[src/pat_pkg.sv]
// Package for the path and attention tracker: message codes, field widths,
// table depth, mode page layout. Used by pat_tracker, pat_checker, pat_host_model and tb.
// Functional notes
// [RULE_01] All frames of one task stay on one logical path for its life.
// [RULE_02] Logical path of a pair is named only by reply route identifier.
// [RULE_03] Order holds within a path; different paths may reorder frames.
// [RULE_04] Initiator sends every abort and reset over each path it used.
// [RULE_05] Initiator sends a node probe over each alternate path it uses.
// [RULE_06] Node probe creates a table entry holding reply route and port.
// [RULE_07] Unit attention sets one shared flag per affected initiator.
// [RULE_08] Attention caused by a message spares the sending initiator.
// [RULE_09] Command finds entry by route; set flag is cleared, check condition.
// [RULE_10] Third-party devices are named by an 8-byte unique identifier.
// [RULE_11] Ten-byte reserve and release need the extended identifier bit.
// [RULE_12] Copy, copy and verify, compare carry unique identifier in segment.
// [RULE_13] Only the configuration master may issue third-party commands.
// [RULE_14] Six-byte reserve and release third-party option is refused.
// [RULE_15] Initiator may turn six-byte third-party requests into ten-byte ones.
// [RULE_16] Terminate task is unsupported and has no serial message.
// [RULE_17] Listed disconnect/reconnect page 02h parameters have no effect.
// [RULE_18] Mode sense returns page 02h values as written by mode select.
// [RULE_19] Queue type: simple 11b, ordered 10b, head 01b, ACA 00b, with tag.
// [RULE_20] Linked completion: status with link set; flag bit only with flag.
// [RULE_21] Rejections go out as response or unsolicited alert, never reject.
// [RULE_22] Plain completion: status byte in status, link and flag clear.
// [RULE_23] Table depth is a parameter; reset clears all attention flags.
package pat_pkg;
  localparam int TBL_DEPTH = 8;
  localparam int IDX_W     = 3;
  localparam int ROUTE_W   = 16;
  localparam int PORT_W    = 2;
  localparam int TAG_W     = 16;
  localparam int UID_W     = 64;
  localparam int PAGE_LEN  = 16;

  // Serial message kinds seen on the input side
  localparam logic [7:0] MSG_COMMAND  = 8'h01;
  localparam logic [7:0] MSG_PROBE    = 8'h02;
  localparam logic [7:0] MSG_TERMINATE = 8'h11;

  // Task queue type codes
  localparam logic [1:0] QT_SIMPLE  = 2'b11;
  localparam logic [1:0] QT_ORDERED = 2'b10;
  localparam logic [1:0] QT_HEAD    = 2'b01;
  localparam logic [1:0] QT_ACA     = 2'b00;

  // Outgoing message kinds
  localparam logic [1:0] OUT_STATUS   = 2'b01;
  localparam logic [1:0] OUT_RESPONSE = 2'b10;
  localparam logic [1:0] OUT_ALERT    = 2'b11;

  localparam logic [7:0] ST_GOOD  = 8'h00;
  localparam logic [7:0] ST_CHECK = 8'h02;

  // Response codes
  localparam logic [7:0] RSP_OK          = 8'h00;
  localparam logic [7:0] RSP_UNSUPPORTED = 8'h01;
  localparam logic [7:0] RSP_NOT_MASTER  = 8'h02;
  localparam logic [7:0] RSP_BAD_ID      = 8'h03;
  localparam logic [7:0] ALERT_UNKNOWN_ROUTE = 8'h01;

  // Command opcodes checked for third-party handling
  localparam logic [7:0] OP_RESERVE6  = 8'h16;
  localparam logic [7:0] OP_RELEASE6  = 8'h17;
  localparam logic [7:0] OP_RESERVE10 = 8'h56;
  localparam logic [7:0] OP_RELEASE10 = 8'h57;
  localparam logic [7:0] OP_COPY      = 8'h18;
  localparam logic [7:0] OP_COMPARE   = 8'h39;
  localparam logic [7:0] OP_COPY_VER  = 8'h3A;

  // Page 02h byte positions that only store, never steer
  localparam logic [7:0] PAGE_CODE    = 8'h02;
  localparam logic [3:0] PG_BUS_INACT = 4'h4;
  localparam logic [3:0] PG_DIS_TIME  = 4'h6;
  localparam logic [3:0] PG_CON_TIME  = 4'h8;
  localparam logic [3:0] PG_BURST     = 4'hA;
  localparam logic [3:0] PG_TRANSFER_DISCONNECT_CONTROL_BYTE = 4'hC;
  localparam logic [7:0] PG_RESET_VAL = 8'h00;
endpackage

[src/pat_tracker.sv]
// Target-side tracker: initiator table, shared attention flags, third-party
// checks, completion message build and page 02h store.
// Assumes decoded message fields arrive from logic on the same clock.
`timescale 1ns/1ps
module pat_tracker (
  input  wire logic                        i_clk,
  input  wire logic                        i_nrst,
  // Decoded incoming serial message
  input  wire logic                        i_msg_valid,
  input  wire logic [7:0]                  i_msg_kind,
  input  wire logic [pat_pkg::ROUTE_W-1:0] i_reply_route_identifier,
  input  wire logic [pat_pkg::PORT_W-1:0]  i_rx_port,
  input  wire logic [pat_pkg::TAG_W-1:0]   i_tag,
  input  wire logic [1:0]                  i_task_queue_type,
  input  wire logic [7:0]                  i_opcode,
  input  wire logic                        i_third_party,
  input  wire logic                        i_extended_identifier_bit,
  input  wire logic [pat_pkg::UID_W-1:0]   i_third_party_uid,
  input  wire logic                        i_sender_is_master,
  // Unit attention event from the logical unit
  input  wire logic                        i_ua_event,
  input  wire logic                        i_ua_from_msg,
  input  wire logic [pat_pkg::ROUTE_W-1:0] i_ua_route,
  // Command completion from the logical unit
  input  wire logic                        i_done_valid,
  input  wire logic [pat_pkg::ROUTE_W-1:0] i_done_route,
  input  wire logic [pat_pkg::TAG_W-1:0]   i_done_tag,
  input  wire logic [7:0]                  i_done_status,
  input  wire logic                        i_done_linked,
  input  wire logic                        i_done_flag,
  // Page 02h access
  input  wire logic                        i_page_wr,
  input  wire logic                        i_page_save,
  input  wire logic                        i_page_rd,
  input  wire logic                        i_page_saved_sel,
  input  wire logic [3:0]                  i_page_addr,
  input  wire logic [7:0]                  i_page_wdata,
  output logic [7:0]                       o_page_rdata,
  // Command passed to the logical unit
  output logic                             o_cmd_valid,
  output logic [pat_pkg::ROUTE_W-1:0]      o_cmd_route,
  output logic [pat_pkg::TAG_W-1:0]        o_cmd_tag,
  output logic [1:0]                       o_cmd_queue_type,
  output logic [7:0]                       o_cmd_opcode,
  output logic [pat_pkg::UID_W-1:0]        o_cmd_uid,
  // Outgoing serial message
  output logic                             o_out_valid,
  output logic [1:0]                       o_out_kind,
  output logic [pat_pkg::ROUTE_W-1:0]      o_out_route,
  output logic [pat_pkg::PORT_W-1:0]       o_out_port,
  output logic [pat_pkg::TAG_W-1:0]        o_out_tag,
  output logic [7:0]                       o_out_code,
  output logic                             o_out_link,
  output logic                             o_out_flag,
  output logic                             o_sense_valid,
  output logic [pat_pkg::IDX_W:0]          o_entries
);
  import pat_pkg::*;

  // ----------------------------------------------------------------------
  // Initiator table
  // ----------------------------------------------------------------------
  logic                 ent_valid_ff [TBL_DEPTH];
  logic [ROUTE_W-1:0]   ent_route_ff [TBL_DEPTH];
  logic [PORT_W-1:0]    ent_port_ff  [TBL_DEPTH];
  logic                 ua_flag_ff   [TBL_DEPTH];
  logic [IDX_W:0]       entries_ff;

  typedef struct packed {
    logic             hit;
    logic [IDX_W-1:0] idx;
  } pat_find_t;

  // Route lookup; a route names exactly one path of one initiator
  function automatic pat_find_t find_route(input logic [ROUTE_W-1:0] r);
    pat_find_t f;
    f = '0;
    for (int i = TBL_DEPTH - 1; i >= 0; i--) begin
      if (ent_valid_ff[i] && ent_route_ff[i] == r) begin
        f.hit = 1'b1;
        f.idx = IDX_W'(i);
      end
    end
    return f;
  endfunction // [RULE_02]

  function automatic pat_find_t find_free();
    pat_find_t f;
    f = '0;
    for (int i = TBL_DEPTH - 1; i >= 0; i--) begin
      if (!ent_valid_ff[i]) begin
        f.hit = 1'b1;
        f.idx = IDX_W'(i);
      end
    end
    return f;
  endfunction

  pat_find_t msg_hit;
  pat_find_t free_slot;
  pat_find_t done_hit;
  always_comb begin
    msg_hit   = find_route(i_reply_route_identifier);
    free_slot = find_free();
    done_hit  = find_route(i_done_route);
  end

  logic is_probe;
  logic is_cmd;
  logic is_term;
  assign is_probe = i_msg_valid && i_msg_kind == MSG_PROBE;
  assign is_cmd   = i_msg_valid && i_msg_kind == MSG_COMMAND;
  assign is_term  = i_msg_valid && i_msg_kind == MSG_TERMINATE;

  logic probe_new;
  assign probe_new = is_probe && !msg_hit.hit && free_slot.hit;

  // One entry per path; a repeated probe only refreshes the port.
  always_ff @(posedge i_clk) begin
    if (!i_nrst) begin
      for (int i = 0; i < TBL_DEPTH; i++) begin
        ent_valid_ff[i] <= 1'b0;
        ent_route_ff[i] <= '0;
        ent_port_ff[i]  <= '0;
      end
      entries_ff <= '0;
    end else if (is_probe) begin
      if (msg_hit.hit) begin
        ent_port_ff[msg_hit.idx] <= i_rx_port; // [RULE_06]
      end else if (free_slot.hit) begin
        ent_valid_ff[free_slot.idx] <= 1'b1; // [RULE_06]
        ent_route_ff[free_slot.idx] <= i_reply_route_identifier;
        ent_port_ff[free_slot.idx]  <= i_rx_port;
        entries_ff <= entries_ff + 1'b1;
      end
    end
  end

  // ----------------------------------------------------------------------
  // Attention flags
  // ----------------------------------------------------------------------
  // One flag per initiator, mirrored in every path entry of the same owner.
  function automatic logic same_owner(input logic [ROUTE_W-1:0] a,
                                      input logic [ROUTE_W-1:0] b);
    return a[ROUTE_W-1:8] == b[ROUTE_W-1:8];
  endfunction

  logic ua_consume;
  assign ua_consume = is_cmd && msg_hit.hit && ua_flag_ff[msg_hit.idx];

  always_ff @(posedge i_clk) begin
    if (!i_nrst) begin
      for (int i = 0; i < TBL_DEPTH; i++) begin
        ua_flag_ff[i] <= 1'b0; // [RULE_23]
      end
    end else begin
      for (int i = 0; i < TBL_DEPTH; i++) begin
        // New attention wins over a same-cycle consume
        if (i_ua_event && ent_valid_ff[i] &&
            !(i_ua_from_msg && same_owner(ent_route_ff[i], i_ua_route))) begin
          ua_flag_ff[i] <= 1'b1; // [RULE_07] [RULE_08]
        end else if (ua_consume &&
                     same_owner(ent_route_ff[i], i_reply_route_identifier)) begin
          ua_flag_ff[i] <= 1'b0; // [RULE_09]
        end
      end
    end
  end

  // ----------------------------------------------------------------------
  // Command screening
  // ----------------------------------------------------------------------
  logic tp_short;
  logic tp_long_bad;
  logic tp_forbidden;
  logic tp_no_uid;
  assign tp_short    = i_third_party &&
                       (i_opcode == OP_RESERVE6 || i_opcode == OP_RELEASE6);
  assign tp_long_bad = i_third_party && !i_extended_identifier_bit &&
                       (i_opcode == OP_RESERVE10 || i_opcode == OP_RELEASE10);
  assign tp_forbidden = i_third_party && !i_sender_is_master;
  assign tp_no_uid   = i_third_party && i_third_party_uid == '0 &&
                       (i_opcode == OP_COPY || i_opcode == OP_COMPARE ||
                        i_opcode == OP_COPY_VER);

  logic cmd_ok;
  assign cmd_ok = is_cmd && msg_hit.hit && !ua_consume && !tp_short &&
                  !tp_long_bad && !tp_forbidden && !tp_no_uid;

  // Route kept with the command so its completion stays on its path.
  always_ff @(posedge i_clk) begin
    if (!i_nrst) begin
      o_cmd_valid      <= 1'b0;
      o_cmd_route      <= '0;
      o_cmd_tag        <= '0;
      o_cmd_queue_type <= QT_SIMPLE;
      o_cmd_opcode     <= '0;
      o_cmd_uid        <= '0;
    end else begin
      o_cmd_valid <= cmd_ok;
      if (cmd_ok) begin
        o_cmd_route      <= i_reply_route_identifier; // [RULE_01]
        o_cmd_tag        <= i_tag; // [RULE_19]
        o_cmd_queue_type <= i_task_queue_type; // [RULE_19]
        o_cmd_opcode     <= i_opcode;
        o_cmd_uid        <= i_third_party ? i_third_party_uid : '0; // [RULE_10] [RULE_12]
      end
    end
  end

  // ----------------------------------------------------------------------
  // Outgoing messages
  // ----------------------------------------------------------------------
  // Refusals outrank a same-cycle completion, which is then lost; the
  // logical unit must not complete beside a refused command.
  always_ff @(posedge i_clk) begin
    if (!i_nrst) begin
      o_out_valid   <= 1'b0;
      o_out_kind    <= OUT_STATUS;
      o_out_route   <= '0;
      o_out_port    <= '0;
      o_out_tag     <= '0;
      o_out_code    <= ST_GOOD;
      o_out_link    <= 1'b0;
      o_out_flag    <= 1'b0;
      o_sense_valid <= 1'b0;
    end else begin
      o_out_valid   <= 1'b0;
      o_sense_valid <= 1'b0;
      o_out_link    <= 1'b0;
      o_out_flag    <= 1'b0;
      if (i_msg_valid && !msg_hit.hit && !is_probe) begin
        o_out_valid <= 1'b1;
        o_out_kind  <= OUT_ALERT; // [RULE_21]
        o_out_route <= i_reply_route_identifier;
        o_out_port  <= i_rx_port;
        o_out_tag   <= i_tag;
        o_out_code  <= ALERT_UNKNOWN_ROUTE;
      end else if (is_cmd && ua_consume) begin
        o_out_valid   <= 1'b1;
        o_out_kind    <= OUT_STATUS; // [RULE_09]
        o_out_route   <= i_reply_route_identifier; // [RULE_01]
        o_out_port    <= ent_port_ff[msg_hit.idx];
        o_out_tag     <= i_tag;
        o_out_code    <= ST_CHECK;
        o_sense_valid <= 1'b1;
      end else if ((is_cmd && !cmd_ok) || is_term) begin
        o_out_valid <= 1'b1;
        o_out_kind  <= OUT_RESPONSE; // [RULE_21]
        o_out_route <= i_reply_route_identifier;
        o_out_port  <= ent_port_ff[msg_hit.idx];
        o_out_tag   <= i_tag;
        if (is_term || tp_short) begin
          o_out_code <= RSP_UNSUPPORTED; // [RULE_14] [RULE_16]
        end else if (tp_forbidden) begin
          o_out_code <= RSP_NOT_MASTER; // [RULE_13]
        end else begin
          o_out_code <= RSP_BAD_ID; // [RULE_11] [RULE_12]
        end
      end else if (i_done_valid && done_hit.hit) begin
        o_out_valid <= 1'b1;
        o_out_kind  <= OUT_STATUS;
        o_out_route <= i_done_route; // [RULE_01] [RULE_03]
        o_out_port  <= ent_port_ff[done_hit.idx];
        o_out_tag   <= i_done_tag;
        o_out_code  <= i_done_status; // [RULE_22]
        o_out_link  <= i_done_linked; // [RULE_20]
        o_out_flag  <= i_done_linked && i_done_flag; // [RULE_20]
      end
    end
  end

  assign o_entries = entries_ff;

  // ----------------------------------------------------------------------
  // Page 02h store
  // ----------------------------------------------------------------------
  // Stored and echoed only: frame multiplexing leaves no timing to steer.
  logic [7:0] page_cur_ff   [PAGE_LEN];
  logic [7:0] page_saved_ff [PAGE_LEN];

  always_ff @(posedge i_clk) begin
    if (!i_nrst) begin
      for (int i = 0; i < PAGE_LEN; i++) begin
        page_cur_ff[i]   <= PG_RESET_VAL;
        page_saved_ff[i] <= PG_RESET_VAL;
      end
      page_cur_ff[0] <= PAGE_CODE;
      page_saved_ff[0] <= PAGE_CODE;
    end else begin
      if (i_page_wr && i_page_addr != 4'h0) begin
        page_cur_ff[i_page_addr] <= i_page_wdata; // [RULE_17] [RULE_18]
        if (i_page_save) begin
          page_saved_ff[i_page_addr] <= i_page_wdata; // [RULE_18]
        end
      end
    end
  end

  always_ff @(posedge i_clk) begin
    if (!i_nrst) begin
      o_page_rdata <= '0;
    end else if (i_page_rd) begin
      o_page_rdata <= i_page_saved_sel ? page_saved_ff[i_page_addr]
                                       : page_cur_ff[i_page_addr]; // [RULE_18]
    end
  end
endmodule // pat_tracker

[config.mk]
export PLATFORM = sky130hd
export DESIGN_NAME = pat_tracker
export DESIGN_NICKNAME = d
export VERILOG_FILES = /design/src/pat_pkg.sv /design/src/pat_tracker.sv
export SDC_FILE = /design/constraint.sdc
export NUM_CORES = 1
export LEC_CHECK = 0
export BUFFER_PORTS_ARGS = -buffer_cell sky130_fd_sc_hd__buf_2
export CAP_MARGIN = 15
export CORE_UTILIZATION = 30
export DETAILED_ROUTE_END_ITERATION = 16
export PLACE_DENSITY = 0.53
export SKIP_CTS_REPAIR_TIMING = 1
export SLEW_MARGIN = 20
export SYNTH_ARGS = -nofsm -noshare
export SYNTH_HDL_FRONTEND = slang
export SYNTH_SLANG_ARGS = --single-unit
[constraint.sdc]
create_clock -name i_clk -period 6.8 [get_ports i_clk]
set_input_delay 0.34 -clock i_clk [delete_from_list [all_inputs] [get_ports i_clk]]
set_output_delay 0.34 -clock i_clk [all_outputs]
set_load 0.005 [all_outputs]
==> impl_metrics.yaml <==
worst_setup_path:
  crit_start: "ent_route_ff[2][13]$_SDFFCE_PN0P_"
  critPathLaunchType: "flop"
  path_max_fanout: 23
  r2r_start: "ent_route_ff[2][13]$_SDFFCE_PN0P_"
  worstRegToRegCells: 13
  rrSetupSlack_ns: 1.58
  critPathCaptureType: "flop"
  worst_r2r_endpoint: "o_cmd_queue_type[1]$_SDFFE_PN1P_"
  worstSetupPathType: "flop to flop"
  critPathArrivalTime_ns: 5.75
  worstSetupEndpoint: "o_cmd_queue_type[1]$_SDFFE_PN1P_"
  critPathRequiredTime_ns: 7.33
synthesis:
  ys_ff_latch: 583
  synth_top_area_cell: "edfxtp_1"
  syn_area_per_cell_um2: 11.2
  synth_area_mm2: 0.0291
  yosysMostFrequentCell: "edfxtp_1"
  ys_warn_count: 0
  yosys_most_used_dff: "edfxtp_1"
  synthTopCellsByArea: "edfxtp_1 (42%), dfxtp_1 (12%), mux4_2 (6.2%), xor2_1 (5.8%), and2_1 (4.5%)"
  yosysSeqAreaShare_pct: 53.9
  synthDistinctLibCells: 79
  synthArstFlopShare_pct: 0
  synth_top_area_share_pct: 41.6
  synth-edff-count: 403
  synth_cells: 2594
  synthTopCellsByCount: "edfxtp_1 (403), nand2_1 (255), nor2_1 (240)"
power_and_ir_drop:
  ir_worst_vdd_mv: 0.180
  p_seq_share_pct: 45.8
  clkPwrFrac_pct: 44.9
  p_int_mw: 6.60
  p_total_mw: 8.76
  swShare_pct: 24.6
  p_switching_mw: 2.16
  power.leakage_nw: 13.3
  p_per_area_mw_per_mm2: 248
  pwr-share-comb_pct: 9.3
clock_network:
  cts_tree: "done"
  htree_levels: 3
  clockBufferDepth: 3
  clk_latency_ns: 0.64
  clk_pin_slew_ns: 0.06
  clock-sinks: 583
  numCtsBuffers: 72
  cts_root_buf: "clkbuf_16"
hold_path:
  hp-class: "primary input to flop"
global_routing:
  top_usage_layer: "met2"
  grtUsageMet3_pct: 3.84
  grtUsageMet1_pct: 25.6
  use_met2_pct: 32.1
  grt_pass1_wl_um: 141000
  track_usage_pct: 19.4
  antenna_found_initial: 2
  grt_max_degree: 91
  grt_pass1_vias: 20827
  grt_overflow_total: 0
die:
  fp.dieW_um: 314
  num_rows: 113
  initial_utilization_pct: 30.5
  fp.dieH_um: 314
  dieArea_mm2: 0.0983
  io_pins: 366
  core_region_area_mm2: 0.0956
sta:
  finalHoldViolCount: 10
  tightest_slew_ns: 1.28
  rsz0062_at_grt: "no"
  fin_setup_tns_ns: 0
  min_period_ns: 5.22
  max_slew_margin_pct: 13.9
  fin_crit_sh_pct: 76.8
  finalClockSkew_ns: 0.0347
  fmax_mhz: 191
  finalSetupViolCount: 0
  finalMaxSlewViolations: 0
  final.setup.worst_slack_ns: 1.58
  whs_ns: -0.0329
finish:
  multi_input_area_mm2: 0.0126
  fillCellCount: 9494
  nets: 3178
  synthToLayoutAreaGrowth_pct: 21.4
  antennaDiodeCount: 0
  fin_area_mm2: 0.0353
  seqCellArea_mm2: 0.0157
  drive_gt1_share_pct: 20.5
routing:
  drt_wl_total_um: 98500
  first_pass_iters: 6
  ant_nets: 0
  drt_iter0_drc: 1990
  drc_errors: 0
  viasPerCell: 5.04
  vias: 21664
  avgRoutedWirePerCell_um: 22.9
placed_design:
  io_buffer_count: 357
  pre_cts_ws_ns: 1.72
  hpwl_um: 68600
  dpl_cell_area_mm2: 0.0321
  routabilityCongestion: 0.902
run_status:
  outcome: "finished, violations left"
  failed_checks: "hold timing"
run:
  max_cap_viol_count: 0
==> flip-flops by register name (all words and copies together) (netlist names) <==
register / flops
o_cmd_uid: 64
o_cmd_tag: 16
page_saved_ff: 128
o_out_port: 2
ent_port_ff: 16
o_cmd_opcode: 8
page_cur_ff: 128
o_out_route: 16
o_entries: 4
o_out_valid: 1
ent_valid_ff: 8
o_page_rdata: 8
o_out_flag: 1
o_out_kind: 2
o_sense_valid: 1
ent_route_ff: 128
o_out_tag: 16
o_cmd_valid: 1
o_cmd_route: 16
o_cmd_queue_type: 2
o_out_link: 1
ua_flag_ff: 8
o_out_code: 8
==> critical path, cell delays in order, from the launching register on <==
cell and delay [ns]:
edfxtp_1 0.45, xor2_1 0.17, nor4_1 0.66, nand2_1 0.22
nor4_2 0.66, a211o_4 0.26, mux2_4 0.31, o221ai_2 0.16
a21bo_2 0.30, and4bb_4 0.70, buf_4 0.32, mux2i_1 0.22
nand2_1 0.07, dlygate4sd3_1 0.56
==> kinds of logic (layout without fill, tap and decap cells) <==
logic type	count (synthesis)	in the layout	synth area share [%]
adder cells (fa/ha/maj)	1	1	0.0430
AND/OR/NAND/NOR	1091	1091	19.1
XOR/XNOR	323	323	9.72
flip-flops	583	583	53.9
buffers and inverters	208	633	3.20
other	2	16	0.0258
multiplexers	150	150	8.61
AO/OA/AOI/OAI	236	236	5.30
==> cells in the final DEF, fill, tap and decap left out, types with 75 or more instances in the layout <==
cell type / instances
and2_1: 211
buf_2: 355
clkbuf_16: 75
dfxtp_1: 180
dlygate4sd3_1: 89
edfxtp_1: 403
mux4_2: 80
nand2_1: 255
nand3_1: 92
nor2_1: 240
xnor2_1: 131
xor2_1: 192
==> worst min-delay path by stage <==
stage,startpoint,end,slack [ns],cells after the start
6_report,i_third_party_uid[11],o_cmd_uid[11]$_SDFFE_PN0P_,-0.03,3
5_1_grt,i_done_tag[10],o_out_tag[10]$_SDFFE_PN0P_,0.0004,3
3_3_place_gp,o_out_code[6]$_SDFFE_PP0P_,o_out_code[6]$_SDFFE_PP0P_,0.43,2
4_1_cts,i_task_queue_type[0],o_cmd_queue_type[0]$_SDFFE_PN1P_,-0.12,3
3_5_place_dp,o_cmd_uid[41]$_SDFFE_PN0P_,o_cmd_uid[41]$_SDFFE_PN0P_,0.45,2
2_1_floorplan,o_out_code[2]$_SDFFE_PP0P_,o_out_code[2]$_SDFFE_PP0P_,0.45,2
==> cell type report <==
| class | instances | area share, % |
|---|---|---|
| inverters | 11 | 0.124 |
| clock buffers | 95 | 5.64 |
| multi-input cells | 1817 | 35.6 |
| clock inverters | 34 | 1.12 |
| repair buffers | 493 | 8.62 |
| well taps | 1265 | 4.48 |
| flip-flops and latches | 583 | 44.4 |
==> routing by layer <==
metal,part of all wire (%),up-vias
met4,2.7,0
met2,48,702
met3,6.4,155
li1,-,10051
met5,0,-
met1,43,10756
==> power groups by stage <==
stage,logic (mW),registers [mW],clock network [mW]
after floorplan,0.468,4.06,0
after global placement,0.776,4.08,0
after detailed placement,0.779,4.08,0
after CTS,0.781,4.01,4.01
after global routing,0.876,4.02,4.15
final,0.818,4.01,3.93
==> through the flow <==
| step | std cells | utilization, % | hold slack (ns) |
|---|---|---|---|
| after floorplan | 2608 | - | 0.448 |
| after global placement | 4079 | 33.5 | 0.435 |
| after detailed placement | 4079 | 33.5 | 0.445 |
| after CTS | 4208 | 36.0 | -0.124 |
| after global routing | 4298 | 37.0 | 0.000375 |
| final | 4298 | 37.0 | -0.0329 |
Note: power is estimated with default switching activity, not from simulation.
